$ cat src/uh_pkg.sv
// Purpose: shared types and constants for the unsigned packed halving datapath
// Assumes: 32-bit register file words, condition codes in the usual 4-bit form
// Notes: everything the top and both leaves agree on lives here
package uh_pkg;

  // --------------------------------------------------------------------
  // widths and lane layout
  // --------------------------------------------------------------------
  localparam int WORD_W = 32;
  localparam int HALF_W = 16;
  localparam int BYTE_W = 8;
  localparam int LONG_W = 64;
  localparam int FLAG_W = 4;
  localparam int HALF_LO_POS = 0;
  localparam int HALF_HI_POS = 16;

  // --------------------------------------------------------------------
  // values after reset
  // --------------------------------------------------------------------
  localparam logic [WORD_W-1:0] RST_WORD = 32'h0000_0000;
  localparam logic [FLAG_W-1:0] RST_FLAGS = 4'h0;
  localparam logic [FLAG_W-1:0] LANE_FLAGS_SET = 4'h3;

  // --------------------------------------------------------------------
  // condition codes; nzcv bit positions
  // --------------------------------------------------------------------
  localparam int FLAG_N_POS = 3;
  localparam int FLAG_Z_POS = 2;
  localparam int FLAG_C_POS = 1;
  localparam int FLAG_V_POS = 0;
  localparam logic [3:0] CC_ZERO_SET = 4'h0;
  localparam logic [3:0] CC_ZERO_CLR = 4'h1;
  localparam logic [3:0] CC_CARRY_SET = 4'h2;
  localparam logic [3:0] CC_CARRY_CLR = 4'h3;
  localparam logic [3:0] CC_NEG_SET = 4'h4;
  localparam logic [3:0] CC_NEG_CLR = 4'h5;
  localparam logic [3:0] CC_OVF_SET = 4'h6;
  localparam logic [3:0] CC_OVF_CLR = 4'h7;
  localparam logic [3:0] CC_UNS_HIGHER = 4'h8;
  localparam logic [3:0] CC_UNS_LOWER_SAME = 4'h9;
  localparam logic [3:0] CC_SIGN_MATCH = 4'ha;
  localparam logic [3:0] CC_SIGN_DIFFER = 4'hb;
  localparam logic [3:0] CC_SIGNED_ABOVE = 4'hc;
  localparam logic [3:0] CC_SIGNED_NOT_ABOVE = 4'hd;
  localparam logic [3:0] CC_ALWAYS_EXECUTE = 4'he;
  localparam logic [3:0] CC_RESERVED = 4'hf;

  // --------------------------------------------------------------------
  // operations
  // --------------------------------------------------------------------
  typedef enum logic [2:0] {
    unsigned_cross_add_sub = 3'h0,
    halving_add_halfword_lanes = 3'h1,
    halving_add_byte_lanes = 3'h2,
    halving_cross_add_sub = 3'h3,
    halving_sub_halfword_lanes = 3'h4,
    halving_sub_byte_lanes = 3'h5,
    halving_cross_sub_add = 3'h6,
    mul_double_accumulate_long = 3'h7
  } uh_op_t;

  // --------------------------------------------------------------------
  // carriers
  // --------------------------------------------------------------------
  typedef struct packed {
    logic valid;
    uh_op_t op;
    logic [3:0] cond;
    logic [FLAG_W-1:0] nzcv;
    logic [WORD_W-1:0] first_operand;
    logic [WORD_W-1:0] second_operand;
    logic [WORD_W-1:0] multiplier;
    logic [WORD_W-1:0] low_accum;
    logic [WORD_W-1:0] high_accum;
  } uh_req_t;

  typedef struct packed {
    logic valid;
    logic executed;
    logic wr_low;
    logic wr_high;
    logic flags_wr;
    logic [FLAG_W-1:0] greater_equal_flags;
    logic [WORD_W-1:0] low_result;
    logic [WORD_W-1:0] high_result;
  } uh_rsp_t;

endpackage : uh_pkg

$ cat src/uh_lanes.sv
// Purpose: combinational lane arithmetic for the packed add/subtract operations
// Assumes: operands already selected from the register file
// Notes: no state; the top registers the outputs
`timescale 1ns/10ps
module uh_lanes (
  // operation select
  input wire uh_pkg::uh_op_t op,
  // operands
  input wire logic [uh_pkg::WORD_W-1:0] first_operand,
  input wire logic [uh_pkg::WORD_W-1:0] second_operand,
  // results
  output logic [uh_pkg::WORD_W-1:0] result,
  output logic [uh_pkg::FLAG_W-1:0] greater_equal_flags,
  output logic flags_update
);

  // --------------------------------------------------------------------
  // lane helpers
  // --------------------------------------------------------------------
  // widened by one bit so the carry or borrow lands in the top bit
  function automatic logic [16:0] add17(input logic [15:0] x, input logic [15:0] y);
    add17 = {1'b0, x} + {1'b0, y};
  endfunction : add17

  function automatic logic [16:0] sub17(input logic [15:0] x, input logic [15:0] y);
    sub17 = {1'b0, x} - {1'b0, y};
  endfunction : sub17

  function automatic logic [8:0] add9(input logic [7:0] x, input logic [7:0] y);
    add9 = {1'b0, x} + {1'b0, y};
  endfunction : add9

  function automatic logic [8:0] sub9(input logic [7:0] x, input logic [7:0] y);
    sub9 = {1'b0, x} - {1'b0, y};
  endfunction : sub9

  // --------------------------------------------------------------------
  // lane arithmetic
  // --------------------------------------------------------------------
  logic [15:0] a_hi;
  logic [15:0] a_lo;
  logic [15:0] b_hi;
  logic [15:0] b_lo;
  logic [16:0] hsum_lo;
  logic [16:0] hsum_hi;
  logic [16:0] hdif_lo;
  logic [16:0] hdif_hi;
  logic [16:0] xadd_hi;
  logic [16:0] xsub_lo;
  logic [16:0] xsub_hi;
  logic [16:0] xadd_lo;
  logic [31:0] bsum_half;
  logic [31:0] bdif_half;

  assign a_hi = first_operand[uh_pkg::HALF_HI_POS +: uh_pkg::HALF_W];
  assign a_lo = first_operand[uh_pkg::HALF_LO_POS +: uh_pkg::HALF_W];
  assign b_hi = second_operand[uh_pkg::HALF_HI_POS +: uh_pkg::HALF_W];
  assign b_lo = second_operand[uh_pkg::HALF_LO_POS +: uh_pkg::HALF_W];

  assign hsum_lo = add17(a_lo, b_lo); // RQ6
  assign hsum_hi = add17(a_hi, b_hi); // RQ6
  assign hdif_lo = sub17(a_lo, b_lo); // RQ10
  assign hdif_hi = sub17(a_hi, b_hi); // RQ10
  // exchanged second operand halves
  assign xadd_hi = add17(a_hi, b_lo); // RQ1 RQ5 RQ9
  assign xsub_lo = sub17(a_lo, b_hi); // RQ1 RQ5 RQ9
  assign xsub_hi = sub17(a_hi, b_lo); // RQ12
  assign xadd_lo = add17(a_lo, b_hi); // RQ12

  // each byte lane is independent; no carry crosses a lane boundary
  always_comb begin
    logic [8:0] s;
    logic [8:0] d;
    s = 9'h000;
    d = 9'h000;
    bsum_half = 32'h0000_0000;
    bdif_half = 32'h0000_0000;
    for (int i = 0; i < 4; i++) begin
      s = add9(first_operand[i*8 +: 8], second_operand[i*8 +: 8]); // RQ7 RQ8
      d = sub9(first_operand[i*8 +: 8], second_operand[i*8 +: 8]); // RQ11
      bsum_half[i*8 +: 8] = s[8:1]; // RQ7 RQ8 RQ20
      bdif_half[i*8 +: 8] = d[8:1]; // RQ11 RQ20
    end
  end

  // --------------------------------------------------------------------
  // result select
  // --------------------------------------------------------------------
  always_comb begin
    result = uh_pkg::RST_WORD;
    greater_equal_flags = uh_pkg::RST_FLAGS;
    flags_update = 1'b0;
    unique case (op)
      uh_pkg::unsigned_cross_add_sub: begin
        // same result bits as the signed form; only the flags differ
        result = {xadd_hi[15:0], xsub_lo[15:0]}; // RQ3 RQ5
        greater_equal_flags[3:2] = xadd_hi[16] ? 2'h3 : 2'h0; // RQ2 RQ4
        // a lane that does not borrow is greater or equal
        greater_equal_flags[1:0] = xsub_lo[16] ? 2'h0 : 2'h3; // RQ2 RQ3
        flags_update = 1'b1; // RQ2
      end
      uh_pkg::halving_add_halfword_lanes: result = {hsum_hi[16:1], hsum_lo[16:1]}; // RQ6 RQ20
      uh_pkg::halving_add_byte_lanes: result = bsum_half; // RQ7
      uh_pkg::halving_cross_add_sub: result = {xadd_hi[16:1], xsub_lo[16:1]}; // RQ9 RQ20
      uh_pkg::halving_sub_halfword_lanes: result = {hdif_hi[16:1], hdif_lo[16:1]}; // RQ10 RQ20
      uh_pkg::halving_sub_byte_lanes: result = bdif_half; // RQ11
      uh_pkg::halving_cross_sub_add: result = {xsub_hi[16:1], xadd_lo[16:1]}; // RQ12 RQ20
      uh_pkg::mul_double_accumulate_long: result = uh_pkg::RST_WORD;
    endcase
  end

endmodule : uh_lanes

$ cat src/uh_mac.sv
// Purpose: 32x32 multiply with two 32-bit addends into a 64-bit sum
// Assumes: unsigned operands only
// Notes: the sum cannot overflow 64 bits, so no carry is lost
`timescale 1ns/10ps
module uh_mac (
  // operands
  input wire logic [uh_pkg::WORD_W-1:0] second_operand,
  input wire logic [uh_pkg::WORD_W-1:0] multiplier,
  input wire logic [uh_pkg::WORD_W-1:0] low_accum,
  input wire logic [uh_pkg::WORD_W-1:0] high_accum,
  // result
  output logic [uh_pkg::WORD_W-1:0] low_result,
  output logic [uh_pkg::WORD_W-1:0] high_result
);

  // --------------------------------------------------------------------
  // multiply and double accumulate
  // --------------------------------------------------------------------
  logic [uh_pkg::LONG_W-1:0] product;
  logic [uh_pkg::LONG_W-1:0] total;

  assign product = {32'h0000_0000, second_operand} * {32'h0000_0000, multiplier}; // RQ14
  // max is (2^32-1)^2 + 2*(2^32-1) = 2^64-1, exactly full width
  assign total = product + {32'h0000_0000, low_accum} + {32'h0000_0000, high_accum}; // RQ14
  assign low_result = total[31:0]; // RQ15
  assign high_result = total[63:32]; // RQ15

endmodule : uh_mac

$ cat src/uh_alu.sv
// Purpose: top of the unsigned packed halving datapath, one-cycle registered answer
// Assumes: the decoder presents operand values and the live nzcv flags with each request
// Notes: register numbers never reach this block; register-choice hazards stay with the decoder
//
// Functional notes
// (RQ1) cross add/sub swaps second operand halves
// (RQ2) cross add/sub updates greater-equal flags
// (RQ3) result as signed form, unsigned flags
// (RQ4) add lane carry sets lane flags 11
// (RQ5) upper adds, lower subtracts, both wrap
// (RQ6) halving halfword add keeps sum[16:1]
// (RQ7) halving byte add, four lanes halved
// (RQ8) byte sum nine bits, keep [8:1]
// (RQ9) halving cross add/sub halves both results
// (RQ10) halving halfword subtract keeps diff[16:1]
// (RQ11) halving byte subtract keeps diff[8:1]
// (RQ12) cross sub/add: upper diff, lower sum
// (RQ13) halving operations never touch flags
// (RQ14) multiply plus both accumulators, 64 bits
// (RQ15) low word to low, high to high
// (RQ16) multiply accumulate leaves flags unchanged
// (RQ17) write only when condition passes
// (RQ18) issuer never names the program counter
// (RQ19) issuer keeps both destinations distinct
// (RQ20) truncate after shift, lanes independent
`timescale 1ns/10ps
module uh_alu (
  // clock and reset
  input wire logic clk,
  input wire logic rst,
  // request from the decoder
  input wire uh_pkg::uh_req_t req,
  // answer to the register file
  output uh_pkg::uh_rsp_t rsp
);

  // --------------------------------------------------------------------
  // condition evaluation
  // --------------------------------------------------------------------
  function automatic logic cond_passed(input logic [3:0] cond, input logic [3:0] nzcv);
    logic n;
    logic z;
    logic c;
    logic v;
    n = nzcv[uh_pkg::FLAG_N_POS];
    z = nzcv[uh_pkg::FLAG_Z_POS];
    c = nzcv[uh_pkg::FLAG_C_POS];
    v = nzcv[uh_pkg::FLAG_V_POS];
    unique case (cond)
      uh_pkg::CC_ZERO_SET: cond_passed = z;
      uh_pkg::CC_ZERO_CLR: cond_passed = !z;
      uh_pkg::CC_CARRY_SET: cond_passed = c;
      uh_pkg::CC_CARRY_CLR: cond_passed = !c;
      uh_pkg::CC_NEG_SET: cond_passed = n;
      uh_pkg::CC_NEG_CLR: cond_passed = !n;
      uh_pkg::CC_OVF_SET: cond_passed = v;
      uh_pkg::CC_OVF_CLR: cond_passed = !v;
      uh_pkg::CC_UNS_HIGHER: cond_passed = c && !z;
      uh_pkg::CC_UNS_LOWER_SAME: cond_passed = !c || z;
      uh_pkg::CC_SIGN_MATCH: cond_passed = (n == v);
      uh_pkg::CC_SIGN_DIFFER: cond_passed = (n != v);
      uh_pkg::CC_SIGNED_ABOVE: cond_passed = !z && (n == v);
      uh_pkg::CC_SIGNED_NOT_ABOVE: cond_passed = z || (n != v);
      uh_pkg::CC_ALWAYS_EXECUTE: cond_passed = 1'b1; // RQ17
      // reserved code is not a conditional form of these operations
      uh_pkg::CC_RESERVED: cond_passed = 1'b0;
    endcase
  endfunction : cond_passed

  // --------------------------------------------------------------------
  // datapath leaves
  // --------------------------------------------------------------------
  logic [uh_pkg::WORD_W-1:0] lane_result;
  logic [uh_pkg::FLAG_W-1:0] lane_flags;
  logic lane_flags_update;
  logic [uh_pkg::WORD_W-1:0] mac_low;
  logic [uh_pkg::WORD_W-1:0] mac_high;

  uh_lanes u_lanes (
    .op(req.op),
    .first_operand(req.first_operand),
    .second_operand(req.second_operand),
    .result(lane_result),
    .greater_equal_flags(lane_flags),
    .flags_update(lane_flags_update)
  );

  uh_mac u_mac (
    .second_operand(req.second_operand),
    .multiplier(req.multiplier),
    .low_accum(req.low_accum),
    .high_accum(req.high_accum),
    .low_result(mac_low),
    .high_result(mac_high)
  );

  // --------------------------------------------------------------------
  // answer register
  // --------------------------------------------------------------------
  uh_pkg::uh_rsp_t next_rsp;
  logic pass;
  logic is_mac;

  assign pass = cond_passed(req.cond, req.nzcv);
  assign is_mac = (req.op == uh_pkg::mul_double_accumulate_long);

  // data fields are held when nothing is written so a failed condition leaves no trace
  always_comb begin
    next_rsp = rsp;
    next_rsp.valid = req.valid;
    next_rsp.executed = req.valid && pass; // RQ17
    next_rsp.wr_low = req.valid && pass; // RQ17
    next_rsp.wr_high = req.valid && pass && is_mac; // RQ15 RQ17
    // halving and multiply forms keep flags untouched
    next_rsp.flags_wr = req.valid && pass && lane_flags_update && !is_mac; // RQ13 RQ16 RQ17
    if (req.valid && pass) begin
      if (is_mac) begin
        next_rsp.low_result = mac_low; // RQ15
        next_rsp.high_result = mac_high; // RQ15
      end else begin
        next_rsp.low_result = lane_result;
      end
      if (lane_flags_update && !is_mac) begin
        next_rsp.greater_equal_flags = lane_flags; // RQ2
      end
    end
  end

  always_ff @(posedge clk or posedge rst) begin
    if (rst) begin
      rsp <= '0;
    end else begin
      rsp <= next_rsp;
    end
  end

endmodule : uh_alu

$ cat config.mk
export PLATFORM = sky130hd
export DESIGN_NAME = uh_alu
export DESIGN_NICKNAME = d
export VERILOG_FILES = /design/src/uh_pkg.sv /design/src/uh_lanes.sv /design/src/uh_mac.sv /design/src/uh_alu.sv
export SDC_FILE = /design/constraint.sdc
export NUM_CORES = 2
export LEC_CHECK = 0
export BUFFER_PORTS_ARGS = -buffer_cell sky130_fd_sc_hd__buf_4
export CORE_MARGIN = 2
export CORE_UTILIZATION = 30
export DETAILED_ROUTE_END_ITERATION = 16
export PLACE_DENSITY = 0.49
export SKIP_CTS_REPAIR_TIMING = 1
export SLEW_MARGIN = 20
export SYNTH_ARGS = -nofsm -noshare
export SYNTH_HDL_FRONTEND = slang
export SYNTH_SLANG_ARGS = --single-unit
$ cat constraint.sdc
create_clock -name clk -period 2.58 [get_ports clk]
set_input_delay 0.129 -clock clk [delete_from_list [all_inputs] [get_ports clk]]
set_output_delay 0.129 -clock clk [all_outputs]
set_load 0.02 [all_outputs]
======== Yosys cells after proc, flatten, opt, wreduce, memory -nomap -nowiden ========
Cells that the tools add are included.
word-level totals
  bits in registers ....................... 72
  memories ................................ 0
  bits in read-only memories .............. 0
  input port bits ......................... 174
  bits in latches ......................... 0
  RAM bits ................................ 0
  word-level logic and storage cells ...... 75
  output and inout bits ................... 73
operators by class
  mux-type cells .......................... 7
  magnitude comparators ................... 0
  reduce and logical (&&, ||, !) cells .... 18
  shift operators ......................... 0
  multiply operators ...................... 1
  bitwise gates (word level) .............. 0
  add/sub/neg operators ................... 18
  div/mod/pow operators ................... 0
  equality and inequality tests ........... 24
operator list
  operator            count
  $pmux 32 s7         1
  $add 64x32->64      2
  $add 16x16->17      4
  $sub 16x16->17      4
  $mul 32x32->64      1
  $add 8x8->9         4
  $sub 8x8->9         4
  $eq 4x4->1 const B  8
  $mux 32             1
  $eq 4x3->1 const B  4
  $pmux 1 s16         1
  $eq 3x3->1 const B  4
  $eq 4x2->1 const B  2
  $logic_and 1x1->1   7
  $eq 3x2->1 const B  2
  $logic_not 1->1     5
  $eq 4x1->1 const B  1
  $logic_not 4->1     1
  $mux 2              2
  $mux 4              1
  $reduce_and 2->1    2
  $eq 3x1->1 const B  1
  $logic_not 3->1     1
  $logic_or 1x1->1    2
  other kinds (3)     3

======== Logic depth before layout (Yosys ltp) ========
  depth in word-level cells ............... 6
  mapped depth ............................ 31

======== Modules after synthesis ========
From an unflattened synthesis, not the netlist that was laid out.
second synthesis, totals
  cells, all modules ...................... 5297
  area, all modules ....................... 45421.1 sq um
by module, submodules not included
  module    area each (sq um)  cells an instance  times used  seq. area each (sq um)
  uh_mac    35215.0            3970               1           0.0
  uh_lanes  6812.8             1031               1           0.0
  uh_alu    3393.3             296                1           1801.7

======== Worst setup path after synthesis ========
OpenSTA, ideal clock, no wires.
  kind .................................... in2reg
  start ................................... input port req[120] (netlist name)
  end ..................................... register rsp[22] (netlist name)
  arrival time ............................ 7.059 ns
  slack ................................... -4.609 ns
  cell stages on the path ................. 25
  path buffers ............................ 2
  setup time .............................. 0.130 ns
  path through ............................ clkbuf_1 clkbuf_1 nand2_1 fa_1 inv_1 fa_1 inv_1 fa_1 inv_1 fa_1 fa_1 fa_1 fa_1 inv_1 fa_1 inv_1 ha_1 and4_1 a221o_1 nor4_4 o31ai_4 and3_1 a311oi_2 xor2_1 o21ai_1
between the ends
  word-level cells in the longest chain between the ends .. 3
ends and longest elaborated chain
  item                         line           RTL
  start, declared              uh_alu.sv:32   input wire uh_pkg::uh_req_t req,
  $mul 32x32->64               uh_mac.sv:22   assign product = {32'h0000_0000, second_operand} * {32'h0000_0000, multiplier};
  $add 64x32->64 (2 in a row)  uh_mac.sv:24   assign total = product + {32'h0000_0000, low_accum} + {32'h0000_0000, high_accum};
  end signal, assigned         uh_alu.sv:133  rsp <= next_rsp;
  end, declared                uh_alu.sv:34   output uh_pkg::uh_rsp_t rsp
No other way between the ends.
A chain may end at the register's enable or synchronous reset.

======== Worst setup path after layout ========
  start ................................... input port req[109] (netlist name)
  end ..................................... register rsp[28] (netlist name)
Same word-level chain as after synthesis.

==> impl_metrics.py <==
metrics = {
    "run_status": {
        "status": "finished, violations left",
        "violations": "setup timing",
    },
    "placed_design": {
        "globalplace.congestion": 0.9179,
        "port_buffers": 246,
        "hpwl_mm": 141.7,
    },
    "timing": {
        "whs_ps": 146.7,
        "drv_slew": 0,
        "slew_headroom_pct": 53.87,
        "rsz0062_at_grt": "true",
        "max_freq_mhz": 142.2,
        "final-hold-violation-count": 0,
        "worst_slew_pin_slew_ps": 681.2,
        "fin_crit_sh_pct": 272.7,
        "worst_slack_ps": -4455,
        "skew_ps": 0,
        "post-route-min-period_ps": 7035,
        "finalSetupViolations": 63,
    },
    "floorplan": {
        "std_cell_rows": 141,
        "die_w_microns": 389.6,
        "pin_count": 247,
        "initial_utilization_pct": 30.21,
        "fp.dieH_microns": 389.6,
        "fp.dieArea_sq_mm": 0.1518,
        "core_area_sq_mm": 0.1477,
    },
    "synth": {
        "yosys_warnings": 0,
        "synth_seq_cells": 70,
        "synth_top_flop_cell": "dfrtp_1",
        "yosysSeqAreaShare_pct": 3.927,
        "syn-cell-area_sq_mm": 0.04461,
        "synth_edf_count": 0,
        "synthDistinctLibCells": 97,
        "yosysTopAreaCellShare_pct": 43.40,
        "syn_area_per_cell_sq_um": 8.510,
        "async_reset_ff_share_pct": 100.0,
        "syn-num-nets": 6753,
        "synthesis.instances": 5242,
        "synth.area.top_cells": "fa_1, ha_1, inv_1",
        "yosysTopAreaCell": "fa_1",
    },
    "cells_and_area": {
        "final_common_cell": "inv_1",
        "syn_to_final_growth_pct": 27.78,
        "layout-drive-gt1-share_pct": 23.00,
        "most-common-layout-cells": "inv_1, fa_1, buf_4, nand2_1, and2_1",
        "largestRegisters": "rsp (70)",
        "regArea_sq_mm": 0.001752,
        "largest_reg_flops": 70,
        "top_register": "rsp",
        "multi_input_area_sq_mm": 0.03908,
        "nFillCells": 14929,
        "nets": 7533,
    },
    "worst_setup_path": {
        "cp.arrival_ps": 7320,
        "worstSetupEndpointType": "register",
        "crit_required_ps": 2860,
        "critPathMaxFanout": 6,
        "crit_type": "input port to register",
        "start_kind": "input port",
    },
    "clock_tree": {
        "cts_root_buffer": "clkbuf_16",
        "cts_made_buffers": 9,
        "h-tree-depth": 3,
        "clkTransAtPathRegs_ps": 80,
        "cts_tree": "built",
        "cts_sinks": 70,
        "clk-insertion-delay-late_ps": 390,
        "cts.path.max_buffers": 2,
    },
    "global_routing": {
        "grt_pass1_vias": 40175,
        "track_usage_pct": 21.75,
        "grt_pass1_wl_mm": 251.3,
        "grt_max_degree": 62,
        "grt_antenna_before_repair": 6,
        "overflow": 0,
    },
    "detailed_routing": {
        "wl_mm": 165.0,
        "firstDrtPassIters": 5,
        "vias": 37886,
        "antenna_left": 0,
        "via_per_inst": 4.757,
        "drt_iter0_drc": 2167,
        "wl_per_cell_microns": 20.71,
        "drc_errors": 0,
    },
    "min_path": {
        "hold_path.class": "input port to register",
    },
    "flow_run": {
        "maxCapViolCount": 0,
    },
}
layout make-up:
cell class	count	area share, %
Clock buffer	11	0.4434
Clock inverter	5	0.1427
Antenna cell	7	0.03073
Inverter	1124	7.406
Tap cell	1930	4.237
Sequential cell	70	3.073
Multi-Input combinational cell	3749	68.55
Timing Repair Buffer	1068	16.11
Yosys cell counts, types with 5 or more instances:
| cell type | n |
|---|---|
| and3_1 | 22 |
| xnor2_1 | 98 |
| a31oi_1 | 20 |
| a211oi_1 | 21 |
| ha_1 | 370 |
| nand2_1 | 745 |
| o31ai_1 | 10 |
| a221oi_1 | 9 |
| dfrtp_1 | 70 |
| o21ai_0 | 166 |
| o22ai_1 | 20 |
| nor3_1 | 48 |
| nand3_1 | 37 |
| o21a_1 | 19 |
| buf_1 | 24 |
| a221o_1 | 5 |
| inv_2 | 5 |
| mux2i_1 | 18 |
| xor2_1 | 59 |
| nand4_1 | 16 |
| o21bai_1 | 24 |
| inv_1 | 1118 |
| buf_2 | 10 |
| a21oi_1 | 177 |
| nor2b_1 | 16 |
| o311ai_1 | 5 |
| nor2_1 | 141 |
| o211ai_1 | 18 |
| nor4_1 | 6 |
| o21ai_1 | 20 |
| a22oi_1 | 15 |
| o221ai_1 | 13 |
| clkbuf_1 | 260 |
| a211o_1 | 5 |
| nand2b_1 | 14 |
| fa_1 | 967 |
| a21o_1 | 68 |
| or3_1 | 13 |
| and2_1 | 475 |
layer usage:
layer | GRT usage, % | routed length, microns | up-vias
met1 | 33.13 | 81700 | 19375
li1 | - | - | 17489
met3 | 2.521 | 8461 | 102
met2 | 33.11 | 71890 | 918
met4 | 4.101 | 2886 | 2
met5 | 0 | 13 | -
final timing paths:
path,slack (ps),cells after the start,startpoint,endpoint
setup / recovery,-4450,28,req[109],rsp[28]
hold / removal,150,4,req[32],rsp[32]
setup reg to reg,1470,3,rsp[44],rsp[44]
hold reg to reg,480,1,rsp[55],rsp[55]
max in group asynchronous,1550,4,rst,rsp[34]
min in group asynchronous,280,3,rst,rsp[30]
critical path, cell delays in order:
cell,delay [ps]
buf_12,110
buf_12,130
and2_4,140
fa_1,550
inv_2,40
fa_1,550
inv_2,40
fa_1,500
fa_2,640
fa_2,510
fa_1,520
fa_1,550
inv_1,50
fa_1,490
inv_2,50
ha_4,260
and4_4,230
and3_4,230
nand4_1,140
a21oi_4,280
nor4_4,110
o31ai_4,240
buf_6,170
buf_6,100
a41oi_4,110
o21ai_2,170
xnor2_1,150
o21ai_1,100
cells by family (layout without fill, tap and decap cells):
kind of cell	Yosys count	count (layout)	share of synthesized area, %
AOI/OAI and AO/OA	679	679	9.893
xor gates and xnor gates	157	157	3.083
adders and majority gates	1337	1337	53.78
buffers and inverters	1423	2208	12.06
DFF	70	70	3.927
muxes	20	20	0.4628
other	0	7	0
and+or+nand+nor	1556	1556	16.80
per-stage QoR:
step / TNS, ps / util [%] / std cells / instance area, sq um / setup WS (ps)
floorplan: -213850 / - / 5242 / 45950 / -4213
global placement: -273670 / 36.85 / 7899 / 54410 / -5158
detailed placement: -274260 / 36.85 / 7899 / 54410 / -5192
CTS: -247750 / 37.08 / 7915 / 54750 / -4777
global route: -242090 / 38.60 / 7962 / 56990 / -4618
finish: -230180 / 38.60 / 7964 / 57000 / -4455
Power is not shown: default switching activity piles up to over one toggle a cycle in this logic, so the estimate is an artifact.
